$ cat config.mk
export PLATFORM = sky130hd
export DESIGN_NAME = pmic_irq_status_regs
export DESIGN_NICKNAME = d
export VERILOG_FILES = /design/src/sticky_bit.v /design/src/pmic_irq_status_regs.v
export VERILOG_INCLUDE_DIRS = /design/src
export SDC_FILE = /design/constraint.sdc
export NUM_CORES = 1
export LEC_CHECK = 0
export BUFFER_PORTS_ARGS = -buffer_cell sky130_fd_sc_hd__buf_2
export CORE_UTILIZATION = 49
export DETAILED_ROUTE_END_ITERATION = 10
export PLACE_DENSITY_LB_ADDON = 0.05
export SYNTH_ARGS = -nofsm -noshare
export SYNTH_HDL_FRONTEND = slang
export SYNTH_SLANG_ARGS = --single-unit
export TNS_END_PERCENT = 20
$ cat constraint.sdc
create_clock -name mclk -period 3.2 [get_ports mclk]
set_input_delay 0.16 -clock mclk [delete_from_list [all_inputs] [get_ports mclk]]
set_output_delay 0.16 -clock mclk [all_outputs]
set_load 0.05 [all_outputs]
$ cat src/pmic_irq_defs.vh
// Constants for the interrupt and status register group
`ifndef PMIC_IRQ_DEFS_VH
`define PMIC_IRQ_DEFS_VH
`define OFS_IDENTITY 8'h01
`define OFS_EVENT_FLAGS 8'h02
`define OFS_EVENT_MASKS 8'h03
`define OFS_DIE_HEAT 8'h04
`define OFS_CAUSE 8'h05
`define OFS_RAIL_CAUSE_A 8'hb2
`define OFS_RAIL_CAUSE_B 8'hb3
`define OFS_CRIT_CAUSE 8'hb4
`define OFS_HOT_CAUSE 8'hb5
`define OFS_OVERCURRENT 8'hb6
`define BIT_ERROR 7
`define BIT_POWERDOWN 3
`define BIT_HOT 0
`define FLAGS_RESET 8'h00
`define MASKS_RESET 8'hff
`define MASKS_RSVD 8'h76
`define CAUSE_RESET 4'h0
`define CAUSE_UV 2
`define CAUSE_RAIL 1
`define CAUSE_CRIT 0
`endif

$ cat src/sticky_bit.v
// Sticky event bit with write-one-to-clear and set priority
`timescale 1ns/10ps
module sticky_bit (
  mclk,
  rstn,
  set_evt,
  clr_req,
  q_ff
);
  input wire mclk;
  input wire rstn;
  input wire set_evt;
  input wire clr_req;
  output reg q_ff;
  wire nxt_q;
  // Set wins over a clear in the same cycle
  assign nxt_q = set_evt | (q_ff & ~clr_req);
  always @(posedge mclk) begin
    if (!rstn) begin
      q_ff <= 1'b0;
    end else begin
      q_ff <= nxt_q;
    end
  end
endmodule

$ cat src/pmic_irq_status_regs.v
// Interrupt, mask, identity and die temperature registers of the PMIC
// What this block does
// - Error flag bit 7 sets on undervoltage, rail fault, or critical heat.
// - Cause registers 0xB2-0xB6 readable; host clears error flag writing 1.
// - Powerdown flag bit 3 sets on shutdown and stays until host clears.
// - Powerdown flag clears only once no powerdown cause bit remains.
// - Hot die flag bit 0 sets above hot threshold; write 1 clears.
// - Flags register at 2h resets 0; reserved bits read zero.
// - Mask bits 7, 3, 0 read-write; 1 masks the event.
// - Mask register at 3h resets FFh; reserved fields read 7h and 3h.
// - Register 4h bit 0 shows live hot-die level; rest zero.
// - Identity at 1h: revision bits 7-6, variant code bits 5-4.
// - Identity bits 3-0 hold fixed part identifier; writes ignored.
// - Any set powerdown cause bit also sets the powerdown flag.
`timescale 1ns/10ps
`include "pmic_irq_defs.vh"
module pmic_irq_status_regs #(
  parameter [1:0] SILICON_REV = 2'h0,
  parameter [1:0] VARIANT_CODE = 2'h1,
  // Arbitrary part identifier value
  parameter [3:0] PART_ID = 4'h6
) (
  mclk,
  rstn,
  reg_addr,
  reg_wdata,
  reg_wr,
  reg_rdata,
  supply_undervoltage,
  rail_error,
  critical_heat_threshold,
  hot_die_level,
  powerdown_evt,
  rail_error_cause_a,
  rail_error_cause_b,
  crit_heat_cause,
  hot_heat_cause,
  overcurrent_cause,
  irq_n_o,
  irq_n_oe
);
  input wire mclk;
  input wire rstn;
  input wire [7:0] reg_addr;
  input wire [7:0] reg_wdata;
  input wire reg_wr;
  output reg [7:0] reg_rdata;
  input wire supply_undervoltage;
  input wire rail_error;
  input wire critical_heat_threshold;
  input wire hot_die_level;
  input wire powerdown_evt;
  input wire [7:0] rail_error_cause_a;
  input wire [7:0] rail_error_cause_b;
  input wire [7:0] crit_heat_cause;
  input wire [7:0] hot_heat_cause;
  input wire [7:0] overcurrent_cause;
  output wire irq_n_o;
  output wire irq_n_oe;

  // ==========================================================
  // Address compare, shared by write decode and read select
  function addr_hit;
    input [7:0] addr;
    input [7:0] ofs;
    begin
      addr_hit = (addr == ofs);
    end
  endfunction

  // ==========================================================
  // Write decode; identity, level and cause-status offsets take no writes
  wire wr_flags;
  wire wr_masks;
  wire wr_cause;
  assign wr_flags = reg_wr && addr_hit(reg_addr, `OFS_EVENT_FLAGS);
  assign wr_masks = reg_wr && addr_hit(reg_addr, `OFS_EVENT_MASKS);
  assign wr_cause = reg_wr && addr_hit(reg_addr, `OFS_CAUSE);

  // ==========================================================
  // Powerdown cause register, write one to clear
  reg [3:0] powerdown_cause_register_ff;
  reg [3:0] nxt_cause;
  wire [3:0] cause_set;
  wire [3:0] cause_clr;
  // Bit 3 has no source in this block and always reads zero
  assign cause_set = {1'b0, supply_undervoltage, rail_error, critical_heat_threshold};
  assign cause_clr = wr_cause ? reg_wdata[3:0] : `CAUSE_RESET;
  always @* begin
    // A source still active re-sets its bit over a clearing write
    nxt_cause = cause_set | (powerdown_cause_register_ff & ~cause_clr);
  end
  always @(posedge mclk) begin
    if (!rstn) begin
      powerdown_cause_register_ff <= `CAUSE_RESET;
    end else begin
      powerdown_cause_register_ff <= nxt_cause;
    end
  end

  // ==========================================================
  // Sticky event flags
  wire error_flag;
  wire powerdown_event_flag;
  wire hot_die_flag;
  wire err_set = supply_undervoltage | rail_error | critical_heat_threshold;
  wire pd_set = powerdown_evt | (|cause_set);
  // Clear is refused while a cause bit stays set after this write
  wire pd_clr = wr_flags && reg_wdata[`BIT_POWERDOWN] && (nxt_cause == `CAUSE_RESET);
  wire err_clr;
  wire hot_clr;
  assign err_clr = wr_flags && reg_wdata[`BIT_ERROR];
  assign hot_clr = wr_flags && reg_wdata[`BIT_HOT];
  sticky_bit u_err (
    .mclk(mclk),
    .rstn(rstn),
    .set_evt(err_set),
    .clr_req(err_clr),
    .q_ff(error_flag)
  );
  sticky_bit u_pd (
    .mclk(mclk),
    .rstn(rstn),
    .set_evt(pd_set),
    .clr_req(pd_clr),
    .q_ff(powerdown_event_flag)
  );
  sticky_bit u_hot (
    .mclk(mclk),
    .rstn(rstn),
    .set_evt(hot_die_level),
    .clr_req(hot_clr),
    .q_ff(hot_die_flag)
  );

  // ==========================================================
  // Mask register
  reg error_flag_mask_ff;
  reg powerdown_flag_mask_ff;
  reg hot_die_mask_ff;
  // Every event starts masked, so the pin stays quiet until the host opts in
  wire [7:0] masks_reset = `MASKS_RESET;
  always @(posedge mclk) begin
    if (!rstn) begin
      error_flag_mask_ff <= masks_reset[`BIT_ERROR];
      powerdown_flag_mask_ff <= masks_reset[`BIT_POWERDOWN];
      hot_die_mask_ff <= masks_reset[`BIT_HOT];
    end else if (wr_masks) begin
      error_flag_mask_ff <= reg_wdata[`BIT_ERROR];
      powerdown_flag_mask_ff <= reg_wdata[`BIT_POWERDOWN];
      hot_die_mask_ff <= reg_wdata[`BIT_HOT];
    end
  end

  // ==========================================================
  // Register images as the host sees them
  wire [7:0] identity_image;
  wire [7:0] flags_image;
  wire [7:0] masks_image;
  wire [7:0] heat_image;
  wire [7:0] cause_image;
  assign identity_image = {SILICON_REV, VARIANT_CODE, PART_ID};
  assign flags_image = {error_flag, 3'h0, powerdown_event_flag, 2'h0, hot_die_flag};
  assign masks_image = `MASKS_RSVD | {error_flag_mask_ff, 3'h0, powerdown_flag_mask_ff,
    2'h0, hot_die_mask_ff};
  assign heat_image = {7'h00, hot_die_level};
  assign cause_image = {4'h0, powerdown_cause_register_ff};

  // ==========================================================
  // Interrupt pin, pulled low only
  // Reserved flag bits are zero, so the reserved ones of the mask image drop out
  function unmasked_any;
    input [7:0] flags;
    input [7:0] masks;
    begin
      unmasked_any = |(flags & ~masks);
    end
  endfunction
  wire irq_active;
  assign irq_active = unmasked_any(flags_image, masks_image);
  // Open drain: data is always low, only the enable moves
  assign irq_n_o = 1'b0;
  assign irq_n_oe = irq_active;

  // ==========================================================
  // Read data, registered; unmapped offsets read zero
  reg [7:0] nxt_rdata;
  always @* begin
    if (addr_hit(reg_addr, `OFS_IDENTITY)) begin
      nxt_rdata = identity_image;
    end else if (addr_hit(reg_addr, `OFS_EVENT_FLAGS)) begin
      nxt_rdata = flags_image;
    end else if (addr_hit(reg_addr, `OFS_EVENT_MASKS)) begin
      nxt_rdata = masks_image;
    end else if (addr_hit(reg_addr, `OFS_DIE_HEAT)) begin
      nxt_rdata = heat_image;
    end else if (addr_hit(reg_addr, `OFS_CAUSE)) begin
      nxt_rdata = cause_image;
    end else if (addr_hit(reg_addr, `OFS_RAIL_CAUSE_A)) begin
      nxt_rdata = rail_error_cause_a;
    end else if (addr_hit(reg_addr, `OFS_RAIL_CAUSE_B)) begin
      nxt_rdata = rail_error_cause_b;
    end else if (addr_hit(reg_addr, `OFS_CRIT_CAUSE)) begin
      nxt_rdata = crit_heat_cause;
    end else if (addr_hit(reg_addr, `OFS_HOT_CAUSE)) begin
      nxt_rdata = hot_heat_cause;
    end else if (addr_hit(reg_addr, `OFS_OVERCURRENT)) begin
      nxt_rdata = overcurrent_cause;
    end else begin
      nxt_rdata = 8'h00;
    end
  end
  always @(posedge mclk) begin
    if (!rstn) begin
      reg_rdata <= 8'h00;
    end else begin
      reg_rdata <= nxt_rdata;
    end
  end
endmodule

# ---- Word-level counts from Yosys, hierarchy flattened
# Cells that the tools add are included.
dict set report classes {
  add_sub_neg 0
  multipliers 0
  n_div 0
  magnitude_cmp 0
  n_eq_ne 10
  shift 0
  mux 11
  bitwise 18
  n_reduce_logical 12
}
# cell count
set op_table {}
lappend op_table {{8-bit 2-to-1 mux} 9}
lappend op_table {{8-bit == test (second input constant)} 5}
lappend op_table {{8-bit by 2-bit == test with 1-bit output (second input constant)} 2}
lappend op_table {{8-bit by 3-bit == test with 1-bit output (second input constant)} 2}
lappend op_table {{8-bit AND} 1}
lappend op_table {{8-bit by 1-bit == test with 1-bit output (second input constant)} 1}
lappend op_table {{8-bit inverter} 1}
lappend op_table {{8-bit OR reduction} 1}
lappend op_table {{1-bit logical AND} 7}
lappend op_table {{1-bit OR} 6}
lappend op_table {{3-bit OR reduction} 2}
lappend op_table {{5-bit 2-to-1 mux} 1}
lappend op_table {{4-bit AND} 1}
lappend op_table {{4-bit zero test} 1}
lappend op_table {{4-bit 2-to-1 mux} 1}
lappend op_table {{1-bit inverter} 4}
lappend op_table {{4-bit inverter} 1}
lappend op_table {{3-bit by 4-bit OR with 4-bit output} 1}
lappend op_table {{1-bit AND} 3}
lappend op_table {{2-bit OR reduction} 1}
dict set report totals {
  reg_bits 18
  latch_bits 0
  ram_bits 0
  romBits 0
  input_bits 64
  out_inout_bits 10
  n_memories 0
}

# ---- Longest topological paths before layout
# Gate-level depths: netlist (run 1).
dict set report logic_depth {
  depth_word 11
  ltp_mapped 6
  mapped_depth_nobuf 4
}

# ---- By module
# From an unflattened synthesis (run 1), not the netlist that was laid out.
dict set report unflattened {
  cells_unflattened 173
  area_unflattened_um2 1366.3
}
# mod n_inst cells_each area_each_um2
set modules_own_cells {}
lappend modules_own_cells {pmic_irq_status_regs 1 164 1242.4}
lappend modules_own_cells {sticky_bit 3 3 41.3}

# ---- Least setup slack after synthesis (run 1)
# No wires, ideal clock.
dict set report synth_path {
  kind {input-to-reg}
  startpoint {input port reg_addr[3]}
  endpoint {register u_err.q_ff}
  setup_time_ns 0.125
  t_arrival_ns 1.317
  required_time_ns 3.075
  path_slack_ns 1.758
  cell_stages 5
  path_buffers 1
  path_cell_list {or4b_1 buf_2 nor3_4 a21oi_1 o41a_1}
}
dict set report synth_via {
  elab_chain_len 6
}
# item line
set synth_lines {}
lappend synth_lines {{start, declared} pmic_irq_status_regs.v:44} ;# input wire [7:0] reg_addr;
lappend synth_lines {{8-bit by 2-bit == test with 1-bit output} pmic_irq_status_regs.v:67} ;# addr_hit = (addr == ofs);
lappend synth_lines {{1-bit logical AND} pmic_irq_status_regs.v:76} ;# assign wr_flags = reg_wr && addr_hit(reg_addr, `OFS_EVENT_FLAGS);
lappend synth_lines {{1-bit logical AND} pmic_irq_status_regs.v:112} ;# assign err_clr = wr_flags && reg_wdata[`BIT_ERROR];
lappend synth_lines {{1-bit inverter} sticky_bit.v:17} ;# assign nxt_q = set_evt | (q_ff & ~clr_req);
lappend synth_lines {{1-bit AND} sticky_bit.v:17}
lappend synth_lines {{1-bit OR} sticky_bit.v:17}
lappend synth_lines {{end signal, assigned} sticky_bit.v:22} ;# q_ff <= nxt_q;
lappend synth_lines {{end, declared} sticky_bit.v:14} ;# output reg q_ff;
# Every way passes these cells.
# A chain may end at the register's enable or synchronous reset.

# ---- Worst setup path in the final report (run 1)
dict set report layout_path {
  startpoint {input port reg_addr[1]}
  endpoint {register reg_rdata[7]}
}
dict set report layout_via {
  elab_chain_len 10
  elab_cells_between_ends 20
  classes_between {10 x eq/ne; 9 x mux; 1 x reduce/logical}
}
# item line
set layout_lines {}
lappend layout_lines {{8-bit == test} pmic_irq_status_regs.v:67}
lappend layout_lines {{8-bit 2-to-1 mux} pmic_irq_status_regs.v:207} ;# end else if (addr_hit(reg_addr, `OFS_OVERCURRENT)) begin
lappend layout_lines {{8-bit 2-to-1 mux} pmic_irq_status_regs.v:205} ;# end else if (addr_hit(reg_addr, `OFS_HOT_CAUSE)) begin
lappend layout_lines {{8-bit 2-to-1 mux} pmic_irq_status_regs.v:203} ;# end else if (addr_hit(reg_addr, `OFS_CRIT_CAUSE)) begin
lappend layout_lines {{8-bit 2-to-1 mux} pmic_irq_status_regs.v:201} ;# end else if (addr_hit(reg_addr, `OFS_RAIL_CAUSE_B)) begin
lappend layout_lines {{8-bit 2-to-1 mux} pmic_irq_status_regs.v:199} ;# end else if (addr_hit(reg_addr, `OFS_RAIL_CAUSE_A)) begin
lappend layout_lines {{8-bit 2-to-1 mux} pmic_irq_status_regs.v:197} ;# end else if (addr_hit(reg_addr, `OFS_CAUSE)) begin
lappend layout_lines {{8-bit 2-to-1 mux} pmic_irq_status_regs.v:195} ;# end else if (addr_hit(reg_addr, `OFS_DIE_HEAT)) begin
lappend layout_lines {{8-bit 2-to-1 mux} pmic_irq_status_regs.v:193} ;# end else if (addr_hit(reg_addr, `OFS_EVENT_MASKS)) begin
lappend layout_lines {{8-bit 2-to-1 mux} pmic_irq_status_regs.v:191} ;# end else if (addr_hit(reg_addr, `OFS_EVENT_FLAGS)) begin
lappend layout_lines {{end signal, assigned} pmic_irq_status_regs.v:217} ;# reg_rdata <= nxt_rdata;
lappend layout_lines {{end, declared} pmic_irq_status_regs.v:47} ;# output reg [7:0] reg_rdata;
# Parallel ways exist; a longest one is shown, timed or not.

==> run_results.csv, run 1 <==
group,metric,value,unit
route,route.vias.total,1636,
critical_path,crit_family,"compound AO/OA/AOI/OAI gates",
sta,max_slew_violations,0,
place,placement.io_buffers,69,
power_and_ir_drop,p_clk_share,28.7,%
route,met2_length,2050,um
sta,post_route_fraction_of_the_period_consumed_by_the_critical_path,51.3,%
floorplanning,dieArea,3120,sq um
route,drtAntennaViolNets,0,
finish,drive_above_1_share,34.0,%
clock_tree,worstSkewPairLatency,310,ps
finish,layout.nets,300,
power_and_ir_drop,sequentialPowerShare,45.7,%
global_route,pin_count_of_the_biggest_net_entering_global_routing,36,
sta,clock_skew_after_layout,10.0,ps
power_and_ir_drop,comb_power_share,25.6,%
sta,post-route-min-period,1640,ps
power_and_ir_drop,leakage,0.783,nW
critical_path,end_kind,"register",
floorplanning,floorplan.initialDensity,51.5,%
clock_tree,cts_hold_buffers,0,
power_and_ir_drop,peakVddDrop,261,uV
global_route,first_pass_grt_wire_length,6980,um
global_route,track_usage,27.8,%
clock_tree,post-cts-setup-buffer-count,0,
clock_tree,cts_root_buffer,"sky130_fd_sc_hd__clkbuf_4",
floorplanning,die-width,55.9,um
global_route,antenna_found_initial,0,
route,route.layer.met1.wl,1760,um
critical_path,worstPathBufferInverterCount,1,
power_and_ir_drop,cellPowerDensity,285,nW/um^2
finish,area_delta_synth_final,25.8,%
critical_path,critPathLaunchType,"primary input",
global_route,grt_remaining_overflow,0,
clock_tree,cts_htree_levels,1,
clock_tree,cts_made_buffers,3,
sta,setup_failing_eps_final,0,
power_and_ir_drop,net-switching-power,0.000153,W
critical_path,critical_path_slowest_stage_cell,"sky130_fd_sc_hd__nor2b_1",
synthesis,post_synth_most_frequent_cells,"18 x sky130_fd_sc_hd__dfxtp_1, 11 x sky130_fd_sc_hd__a21oi_1, 10 x sky130_fd_sc_hd__nand2_1, 9 x sky130_fd_sc_hd__nor2_1, 8 x sky130_fd_sc_hd__mux2i_1",
place,hpwl,3130,um
hold_path,hold_path_class,"primary input to register",
route,route.detailed.drc,0,
floorplanning,floorplan.die.height,55.9,um
finish,antenna-diode-count,0,
clock_tree,clock_transition_at_path_regs,110,ps
route,routed_wirelength,4220,um
synthesis,synth.net_count,238,
route,post_drt_wl_per_cell,15.8,um
route,drtPass1Iterations,4,
critical_path,arrival,1850,ps
run,max_capacitance_violation_total,0,
sta,finalHoldViolations,0,
synthesis,synth_warnings,0,
synthesis,yosysMostFrequentCell,"sky130_fd_sc_hd__dfxtp_1",
clock_tree,clock-sinks,18,
route,initialDrtViolationCount,83,
clock_tree,ctsLongestPathBuffers,2,
synthesis,postSynthRegisterBits,18,
floorplanning,fp.coreArea,2760,sq um
sta,finalSetupTns,0,ps
global_route,grt_pass1_vias,1498,
synthesis,synth_top_cells_by_area,"sky130_fd_sc_hd__dfxtp_1 25%, sky130_fd_sc_hd__mux2i_1 5.6%, sky130_fd_sc_hd__a21oi_1 3.9%",
critical_path,category_of_the_most_critical_setup_path,"primary input to register",
route,met3RoutedLength,358,um
critical_path,path_cells,"buf_2 > nor2b_1 > o21ai_0 > a311o_1 > a211oi_1",
critical_path,critical_path_required,3410,ps
clock_tree,cts_resized,0,
run_status,status,"completed",
synthesis,top_cell_type_s_share_of_synthesized_area,25.4,%
place,finalWeightedCongestion,0.849,
sta,maxClockFrequency,609,MHz
critical_path,timing.critical_path.slowest_cell_delay,560,ps
synthesis,syn-mean-instance-area,8.17,sq um
sta,tightest_slew,591,ps
critical_path,crit_fanout,26,
floorplanning,num_io_pins,74,
synthesis,netlist-cell-type-count,61,
power_and_ir_drop,power.switching_fraction,30.1,%
synthesis,synthCells,174,
sta,max_slew_margin,60.5,%
power_and_ir_drop,power.internal,0.000357,W
synthesis,cell_area_after_synthesis,1420,sq um
clock_tree,tritoncts_clock_tree,"done",
finish,stdcell_area,1790,sq um
synthesis,ys.flop_type,"sky130_fd_sc_hd__dfxtp_1",
synthesis,fraction_of_the_yosys_area_taken_by_sequential_cells,25.4,%
sta,rsz0062_at_grt,"no",
synthesis,synthDominantAreaCellType,"sky130_fd_sc_hd__dfxtp_1",
synthesis,synth_edf_count,0,
route,post_drt_via_cell_ratio,6.15,
finish,layout.filler_cells,268,
floorplanning,num_rows,19,
synthesis,postSynth.asyncResetShare,0,%
route,topRoutingLayerUsed,"met4",
place,post_dp_cell_area,1750,sq um
==> cell families after synthesis <==
kind of cell,Yosys count,share of synthesized area [%]
compound gates,61,32.0
other cells,1,0.264
buf+inv,20,6.16
simple gates,65,29.8
mux,9,6.43
flops,18,25.4
==> worst paths after layout <==
path / startpoint / end / slack [ps] / cells past startpoint
worst min register to register: powerdown_cause_register_ff[3]$_SDFF_PN0_ / powerdown_cause_register_ff[3]$_SDFF_PN0_ / 460 / 2
worst max-delay path: reg_addr[1] / reg_rdata[7]$_SDFF_PP0_ / 1560 / 5
worst min-delay path: reg_wdata[3] / powerdown_cause_register_ff[3]$_SDFF_PN0_ / 70 / 2
worst max register to register: powerdown_cause_register_ff[1]$_SDFF_PN0_ / u_pd.q_ff$_SDFF_PN0_ / 2050 / 4
==> sequential cells by signal (all words and copies together) (netlist names) <==
signal,cells
powerdown_flag_mask_ff,1
reg_rdata,8
error_flag_mask_ff,1
u_hot.q_ff,1
u_err.q_ff,1
powerdown_cause_register_ff,4
u_pd.q_ff,1
hot_die_mask_ff,1
==> metal layers <==
metal  track usage [%]  vias up
met4              6.97        0
met2              47.0       84
met5                 0        -
met1              37.5      751
met3              3.72        4
li1                  -      797
==> final cells by class <==
class / count / area (sq um) / area share [%]
Sequential cell: 18 / 360 / 20.2
Multi-Input combinational cell: 136 / 973 / 54.4
Inverter: 7 / 26.3 / 1.47
Tap cell: 31 / 38.8 / 2.17
Clock buffer: 4 / 36.3 / 2.03
Timing Repair Buffer: 70 / 353 / 19.7
==> worst reg2reg max path, stage by stage (launching register included) <==
cell and delay, ps:
sky130_fd_sc_hd__dfxtp_1 350, sky130_fd_sc_hd__nor2_1 100, sky130_fd_sc_hd__a31oi_1 50, sky130_fd_sc_hd__or2_1 240, sky130_fd_sc_hd__o31a_1 300
==> layout by cell type (no fill, tap or decap), types with 5 or more instances in the layout <==
| master | count |
|---|---|
| sky130_fd_sc_hd__nand2b_1 | 7 |
| sky130_fd_sc_hd__mux2i_1 | 8 |
| sky130_fd_sc_hd__nor2_1 | 9 |
| sky130_fd_sc_hd__dfxtp_1 | 18 |
| sky130_fd_sc_hd__buf_2 | 69 |
| sky130_fd_sc_hd__and2_1 | 5 |
| sky130_fd_sc_hd__nand2_1 | 10 |
| sky130_fd_sc_hd__inv_1 | 7 |
| sky130_fd_sc_hd__a21oi_1 | 11 |
==> stage by stage <==
step | util [%] | setup slack, ps | cells | total power [W] | hold slack [ps]
4_1_cts | 64.8 | 1570 | 266 | 0.000511 | 67.4
5_1_grt | 64.8 | 1480 | 266 | 0.000534 | 80.3
3_5_place_dp | 63.5 | 1250 | 262 | 0.000367 | 392
6_report | 64.8 | 1560 | 266 | 0.000510 | 66.4
2_1_floorplan | - | 1760 | 174 | 0.000310 | 258
3_3_place_gp | 63.5 | 1300 | 262 | 0.000362 | 389
==> power groups by stage <==
stage	sequential [W]	combinational (W)	clock, W
after floorplan	0.000240	0.0000699	0
after global placement	0.000238	0.000124	0
after detailed placement	0.000238	0.000128	0
after CTS	0.000233	0.000129	0.000148
after global routing	0.000234	0.000142	0.000158
final	0.000233	0.000130	0.000146
Note: power is estimated with default switching activity, not from simulation.
==> run 2: changes to the inputs <==
--- a/config.mk
+++ b/config.mk
@@ -6,8 +6,9 @@
 export SDC_FILE = /design/constraint.sdc
 export NUM_CORES = 1
 export LEC_CHECK = 0
+export ABC_AREA = 1
 export BUFFER_PORTS_ARGS = -buffer_cell sky130_fd_sc_hd__buf_2
-export CORE_UTILIZATION = 49
+export CORE_UTILIZATION = 39
 export DETAILED_ROUTE_END_ITERATION = 10
 export PLACE_DENSITY_LB_ADDON = 0.05
 export SYNTH_ARGS = -nofsm -noshare
==> constraint.sdc (replaced) <==
create_clock -name mclk -period 1.5 [get_ports mclk]
set_input_delay 0.075 -clock mclk [delete_from_list [all_inputs] [get_ports mclk]]
set_output_delay 0.075 -clock mclk [all_outputs]
set_load 0.05 [all_outputs]
==> run 2 against run 1 <==
- count of clock-buffer cells in the layout is the same
- wire length shrank 25%
- clock skew shrank 8.5 ps
- design area shrank 4.0%
- sequential share of layout area grew 0.84 points
- combinational power grew 45%
- critical path depth shrank 2
- total power grew 94%
- critical path type is now register to output pin
==> run_results.csv, run 2 <==
group,metric,value,unit
run_status,status,"completed",
synthesis,postSynthRegisterBits,18,
clock_tree,clock_transition_at_path_regs,100,ps
critical_path,reg2reg_from,"powerdown_cause_register_ff[1]$_SDFF_PN0_",
clock_tree,cts_root_buffer,"sky130_fd_sc_hd__clkbuf_4",
global_route,track_usage,20.2,%
route,met2_length,1460,um
floorplanning,num_rows,20,
finish,layout.cells.most_common,"sky130_fd_sc_hd__buf_2",
route,post_drt_wl_per_cell,9.89,um
sta,timing.final.ws_setup,226,ps
route,post_drt_via_cell_ratio,4.72,
critical_path,critPathLaunchType,"register",
sta,finalSetupTns,0,ps
place,dp_worst_setup_slack,176,ps
power_and_ir_drop,post-layout-total-power,0.000990,W
route,topRoutingLayerUsed,"met4",
floorplanning,floorplan.die.height,59.4,um
route,drtAntennaViolNets,0,
clock_tree,worstSkewPairLatency,300,ps
sta,maxClockFrequency,785,MHz
route,route.layer.met1.wl,1510,um
synthesis,postSynth.asyncResetShare,0,%
synthesis,synth_warnings,0,
clock_tree,post-cts-setup-buffer-count,0,
hold_path,hold_path_class,"primary input to register",
synthesis,fraction_of_the_yosys_area_taken_by_sequential_cells,28.1,%
route,route.vias.total,1506,
place,placement.io_buffers,69,
hold_path,hold_path.startpoint,"hot_die_level",
finish,area_delta_synth_final,33.7,%
power_and_ir_drop,cellPowerDensity,576,nW/um^2
synthesis,synth_top_cells_by_area,"sky130_fd_sc_hd__dfxtp_1 28%, sky130_fd_sc_hd__nand2_1 15%, sky130_fd_sc_hd__nand3_1 12%",
floorplanning,floorplan.initialDensity,41.7,%
global_route,antenna_found_initial,0,
sta,post_route_fraction_of_the_period_consumed_by_the_critical_path,84.9,%
synthesis,syn-mean-instance-area,6.36,sq um
sta,max_slew_violations,0,
sta,setup_failing_eps_final,0,
power_and_ir_drop,peakVddDrop,575,uV
finish,layout.cells.most_common_list,"69 x sky130_fd_sc_hd__buf_2, 53 x sky130_fd_sc_hd__nand2_1, 30 x sky130_fd_sc_hd__nand3_1, 22 x sky130_fd_sc_hd__inv_1, 18 x sky130_fd_sc_hd__dfxtp_1",
route,initialDrtViolationCount,37,
place,post_dp_cell_area,1680,sq um
synthesis,synth_edf_count,0,
critical_path,setup.reg_to_reg.worst_slack,610,ps
route,met3RoutedLength,156,um
hold_path,min_delay_path_depth,3,
run,max_capacitance_violation_total,0,
finish,layout.nets,340,
floorplanning,fp.coreArea,3080,sq um
global_route,grt_pass1_vias,1395,
clock_tree,cts_resized,0,
critical_path,critical_path_required,1420,ps
clock_tree,ctsLongestPathBuffers,2,
synthesis,post_synth_most_frequent_cells,"53 x sky130_fd_sc_hd__nand2_1, 30 x sky130_fd_sc_hd__nand3_1, 22 x sky130_fd_sc_hd__inv_1, 18 x sky130_fd_sc_hd__dfxtp_1, 17 x sky130_fd_sc_hd__nor2_1",
critical_path,crit_fanout,3,
synthesis,cell_area_after_synthesis,1280,sq um
clock_tree,clock-sinks,18,
sta,post-route-min-period,1270,ps
power_and_ir_drop,leakage,0.991,nW
finish,instances_no_fill,319,
finish,stdcell_area,1720,sq um
finish,largest_register_ffs,8,
place,hpwl,2700,um
finish,drive_above_1_share,35.6,%
place,finalWeightedCongestion,0.826,
global_route,first_pass_grt_wire_length,5480,um
clock_tree,cts_htree_levels,1,
critical_path,category_of_the_most_critical_setup_path,"register to output pin",
synthesis,yosysMostFrequentCell,"sky130_fd_sc_hd__nand2_1",
synthesis,synthDominantAreaCellType,"sky130_fd_sc_hd__dfxtp_1",
critical_path,arrival,1200,ps
synthesis,top_cell_type_s_share_of_synthesized_area,28.1,%
global_route,pin_count_of_the_biggest_net_entering_global_routing,11,
finish,largest_registers,"reg_rdata (8), powerdown_cause_register_ff (4)",
clock_tree,cts_made_buffers,3,
synthesis,synthCells,202,
critical_path,end_kind,"output pin",
floorplanning,num_io_pins,74,
sta,clock_skew_after_layout,1.50,ps
synthesis,ys.flop_type,"sky130_fd_sc_hd__dfxtp_1",
route,route.detailed.drc,0,
finish,largest-register,"reg_rdata",
sta,finalHoldViolations,0,
route,routed_wirelength,3150,um
clock_tree,cts_hold_buffers,0,
floorplanning,die-width,59.4,um
critical_path,worstRegToRegCells,5,
synthesis,netlist-cell-type-count,32,
clock_tree,tritoncts_clock_tree,"done",
place,post-place-cells,315,
floorplanning,dieArea,3520,sq um
route,drtPass1Iterations,4,
critical_path,worst_setup_path_startpoint,"u_pd.q_ff$_SDFF_PN0_",
sta,rsz0062_at_grt,"no",
finish,antenna-diode-count,0,
synthesis,synth.net_count,266,
global_route,grt_remaining_overflow,0,
## run 2: final timing paths
check,endpoint
worst max register to register,reg_rdata[1]$_SDFF_PN0_
worst min register to register,powerdown_cause_register_ff[3]$_SDFF_PN0_
worst max-delay path,irq_n_oe
worst min-delay path,u_hot.q_ff$_SDFF_PN0_
## run 2: cells by family (layout without fill, tap and decap cells)
group | count (synthesis) | after routing | synth area share (%)
buffers and inverters | 32 | 105 | 10.3
AOI/OAI and AO/OA | 27 | 27 | 12.4
DFF | 18 | 18 | 28.1
other | 1 | 1 | 0.292
and+or+nand+nor | 124 | 124 | 48.9
## run 2: worst max-delay path, cell delays in order (launching register included)
cell	delay [ps]
sky130_fd_sc_hd__dfxtp_1	390
sky130_fd_sc_hd__inv_1	50
sky130_fd_sc_hd__o221ai_1	160
sky130_fd_sc_hd__buf_2	290
## run 2: report_power, final
group | internal (W) | leakage [nW] | switching (W)
Combinational | 0.0000835 | 0.822 | 0.000106
Clock | 0.000148 | 0.0210 | 0.000153
Sequential | 0.000491 | 0.147 | 0.00000813
Total | 0.000723 | 0.991 | 0.000267
## run 2: metrics by stage
stage / hold WS [ps] / utilization, %
final: 17.4 / 55.8
after global routing: 25.0 / 55.8
after CTS: 12.3 / 55.8
after detailed placement: 339 / 54.6
after global placement: 339 / 54.6
after floorplan: 173 / -
## run 2: per-layer routing
metal  vias up  GRT usage [%]
met5         -              0
met4         0           3.06
met3         6           4.59
met2        38           36.4
met1       655           24.7
li1        807              -
## run 2: area by class of cell
cell class | count | area, sq um
fill | 340 | 1360
multi-input combinational | 152 | 791
sequential | 18 | 360
timing repair buffer | 71 | 360
inverter | 30 | 114
tap | 44 | 55.1
clock buffer | 4 | 36.3
==> run 3: changes to the inputs <==
--- a/config.mk
+++ b/config.mk
@@ -6,9 +6,9 @@
 export SDC_FILE = /design/constraint.sdc
 export NUM_CORES = 1
 export LEC_CHECK = 0
-export ABC_AREA = 1
+export ABC_AREA = 0
 export BUFFER_PORTS_ARGS = -buffer_cell sky130_fd_sc_hd__buf_2
-export CORE_UTILIZATION = 39
+export CORE_UTILIZATION = 41
 export DETAILED_ROUTE_END_ITERATION = 10
 export PLACE_DENSITY_LB_ADDON = 0.05
 export SYNTH_ARGS = -nofsm -noshare
==> constraint.sdc (replaced) <==
create_clock -name mclk -period 1.05 [get_ports mclk]
set_input_delay 0.0525 -clock mclk [delete_from_list [all_inputs] [get_ports mclk]]
set_output_delay 0.0525 -clock mclk [all_outputs]
set_load 0.05 [all_outputs]
==> run 3 against run 2 <==
- the flow now finishes with violations (setup timing)
- setup slack worse by 440 ps
- sequential cell count stayed put
- final cell count is 5.6% higher
- total power is 78% higher
- clock power is 58% higher
- combinational power grew to 3.0 times the previous value
- non-clock buffer count is 55 higher
- sequential share of layout area is 5.2 points lower
- hold slack better by 13 ps
- highest routed layer unchanged
==> run_results.csv, run 3 (synthesis gave the netlist of run 1 again) <==
group,metric,value,unit
power_and_ir_drop,post-layout-total-power,0.00176,W
clock_tree,worstSkewPairLatency,310,ps
sta,rsz0062_at_grt,"yes",
power_and_ir_drop,net-switching-power,0.000545,W
finish,drive_above_1_share,50.2,%
route,drtAntennaViolNets,0,
critical_path,worst_r2r_endpoint,"u_pd.q_ff$_SDFF_PN0_",
critical_path,arrival,1210,ps
global_route,grt_pass1_vias,1790,
clock_tree,cts_htree_levels,1,
run,max_capacitance_violation_total,0,
sta,clock_skew_after_layout,9.79,ps
power_and_ir_drop,peakVddDrop,560,uV
sta,post-route-min-period,1260,ps
finish,layout.cells.most_common,"sky130_fd_sc_hd__buf_2",
clock_tree,clock-sinks,18,
place,finalWeightedCongestion,0.904,
global_route,grt_remaining_overflow,0,
run_status,status,"complete, but fails checks",
global_route,first_pass_grt_wire_length,7840,um
critical_path,critical_path_slowest_stage_cell,"sky130_fd_sc_hd__dfxtp_2",
floorplanning,floorplan.die.height,60.9,um
sta,finalHoldViolations,0,
global_route,antenna_found_initial,0,
critical_path,crit_fanout,2,
place,hpwl,3920,um
power_and_ir_drop,power.switching_fraction,30.9,%
critical_path,category_of_the_most_critical_setup_path,"register to output pin",
critical_path,path_cells,"inv_2 > o22ai_2 > o21bai_1 > buf_4",
finish,layout.cells.most_common_list,"65 x sky130_fd_sc_hd__buf_2, 51 x sky130_fd_sc_hd__buf_4, 13 x sky130_fd_sc_hd__dfxtp_1, 10 x sky130_fd_sc_hd__nand2_1, 9 x sky130_fd_sc_hd__a21oi_1",
route,drtPass1Iterations,4,
clock_tree,ctsLongestPathBuffers,2,
finish,area_delta_synth_final,64.3,%
finish,layout.nets,356,
power_and_ir_drop,comb_power_share,32.5,%
route,initialDrtViolationCount,68,
sta,setup_failing_eps_final,8,
sta,max_slew_violations,0,
clock_tree,cts_root_buffer,"sky130_fd_sc_hd__clkbuf_4",
clock_tree,tritoncts_clock_tree,"done",
floorplanning,num_io_pins,74,
route,post_drt_via_cell_ratio,5.58,
critical_path,timing.critical_path.slowest_cell_delay,360,ps
power_and_ir_drop,p_clk_share,27.0,%
run_status,failed_checks,"setup timing",
critical_path,reg2reg_from,"powerdown_cause_register_ff[1]$_SDFF_PN0_",
critical_path,crit_family,"flip-flops",
finish,largest-register,"reg_rdata",
finish,largest_registers,"reg_rdata (8), powerdown_cause_register_ff (4)",
floorplanning,die-width,60.9,um
hold_path,min_delay_path_depth,3,
floorplanning,dieArea,3710,sq um
hold_path,whs_endpoint,"reg_rdata[5]$_SDFF_PP0_",
place,post_dp_cell_area,2130,sq um
floorplanning,num_rows,21,
route,routed_wirelength,5180,um
power_and_ir_drop,cellPowerDensity,755,nW/um^2
power_and_ir_drop,leakage,1.07,nW
route,route.vias.total,1881,
sta,maxClockFrequency,792,MHz
finish,largest_register_ffs,8,
floorplanning,fp.coreArea,3340,sq um
clock_tree,cts_made_buffers,3,
global_route,track_usage,28.7,%
critical_path,worstPathBufferInverterCount,2,
route,post_drt_wl_per_cell,15.4,um
route,route.detailed.drc,0,
hold_path,hold_path.startpoint,"rail_error_cause_a[5]",
critical_path,critPathLaunchType,"register",
finish,antenna-diode-count,0,
critical_path,end_kind,"output pin",
power_and_ir_drop,sequentialPowerShare,40.5,%
critical_path,setup.reg_to_reg.worst_slack,-110,ps
sta,timing.final.ws_setup,-212,ps
critical_path,critical_path_required,1000,ps
hold_path,hold_path_class,"primary input to register",
floorplanning,floorplan.initialDensity,42.6,%
power_and_ir_drop,power.internal,0.00122,W
clock_tree,clock_transition_at_path_regs,130,ps
finish,stdcell_area,2330,sq um
sta,post_route_fraction_of_the_period_consumed_by_the_critical_path,120,%
place,placement.io_buffers,69,
global_route,pin_count_of_the_biggest_net_entering_global_routing,23,
critical_path,worstRegToRegCells,4,
[run 3: changes by cell type in the layout (fill, tap and decap cells not counted), sizes merged, moves of 5 or more]
| cell | delta |
|---|---|
| nand2b | +7 |
| nand2 | -47 |
| inv | -21 |
| nor2 | -17 |
| nand3 | -30 |
| buf | +51 |
| mux2i | +8 |
| and2 | +5 |
[run 3: how the worst max path moves through the flow]
stage                                    endpoint  slack (ps)  cells past startpoint                  start
after floorplan           reg_rdata[7]$_SDFF_PP0_        -280                      4            reg_addr[5]
after global placement      u_err.q_ff$_SDFF_PN0_        -440                      5            reg_addr[5]
after detailed placement     u_pd.q_ff$_SDFF_PN0_        -470                      7            reg_addr[5]
after CTS                                irq_n_oe        -230                      4   u_pd.q_ff$_SDFF_PN0_
after global routing                     irq_n_oe        -230                      4  u_err.q_ff$_SDFF_PN0_
final                                    irq_n_oe        -210                      4   u_pd.q_ff$_SDFF_PN0_
[run 3: repair_timing]
item,in CTS,in global routing
hold buffers,4,0
gates resized for setup,10,15
buffers inserted,1,3
hold endpoints to repair,4,0
setup endpoints to repair,9,16
pin swaps,5,10
[run 3: worst reg2reg max path, delay by kind of cell, from the launching register on]
kind               cells  cell delay (ps)
and+or+nand+nor        2              360
AOI/OAI and AO/OA      2              330
DFF                    1              380
[run 3: area by class of cell]
type	count	area, sq um
Fill cell	325	1000
Timing Repair Buffer	126	816
Inverter	7	26.3
Multi-Input combinational cell	136	1030
Clock buffer	4	36.3
Sequential cell	18	369
Tap cell	46	57.6
[run 3: metal layers]
| layer | global-route usage (%) | up-vias | share of wire [%] |
|---|---|---|---|
| met2 | 52.6 | 69 | 51 |
| met4 | 9.74 | 0 | 2.0 |
| met3 | 4.26 | 10 | 5.2 |
| met5 | 0 | - | 0 |
| met1 | 33.9 | 885 | 42 |
| li1 | - | 917 | - |
[run 3: through the flow]
| stage | utilization [%] | hold slack (ps) | TNS (ps) | setup WS [ps] | std cells |
|---|---|---|---|---|---|
| floorplan | - | 150 | -2080 | -280 | 174 |
| global placement | 64.0 | 277 | -5230 | -437 | 325 |
| detailed placement | 64.0 | 284 | -5610 | -475 | 325 |
| CTS | 67.2 | 31.4 | -673 | -227 | 334 |
| global route | 70.0 | 28.1 | -1170 | -234 | 337 |
| finish | 70.0 | 30.0 | -776 | -212 | 337 |
[run 3: power by group through the flow]
stage	combinational [W]	clock, W	sequential (W)
global route	0.000620	0.000507	0.000715
floorplan	0.000216	0	0.000731
detailed placement	0.000516	0	0.000726
CTS	0.000537	0.000479	0.000712
global placement	0.000502	0	0.000726
finish	0.000573	0.000477	0.000714
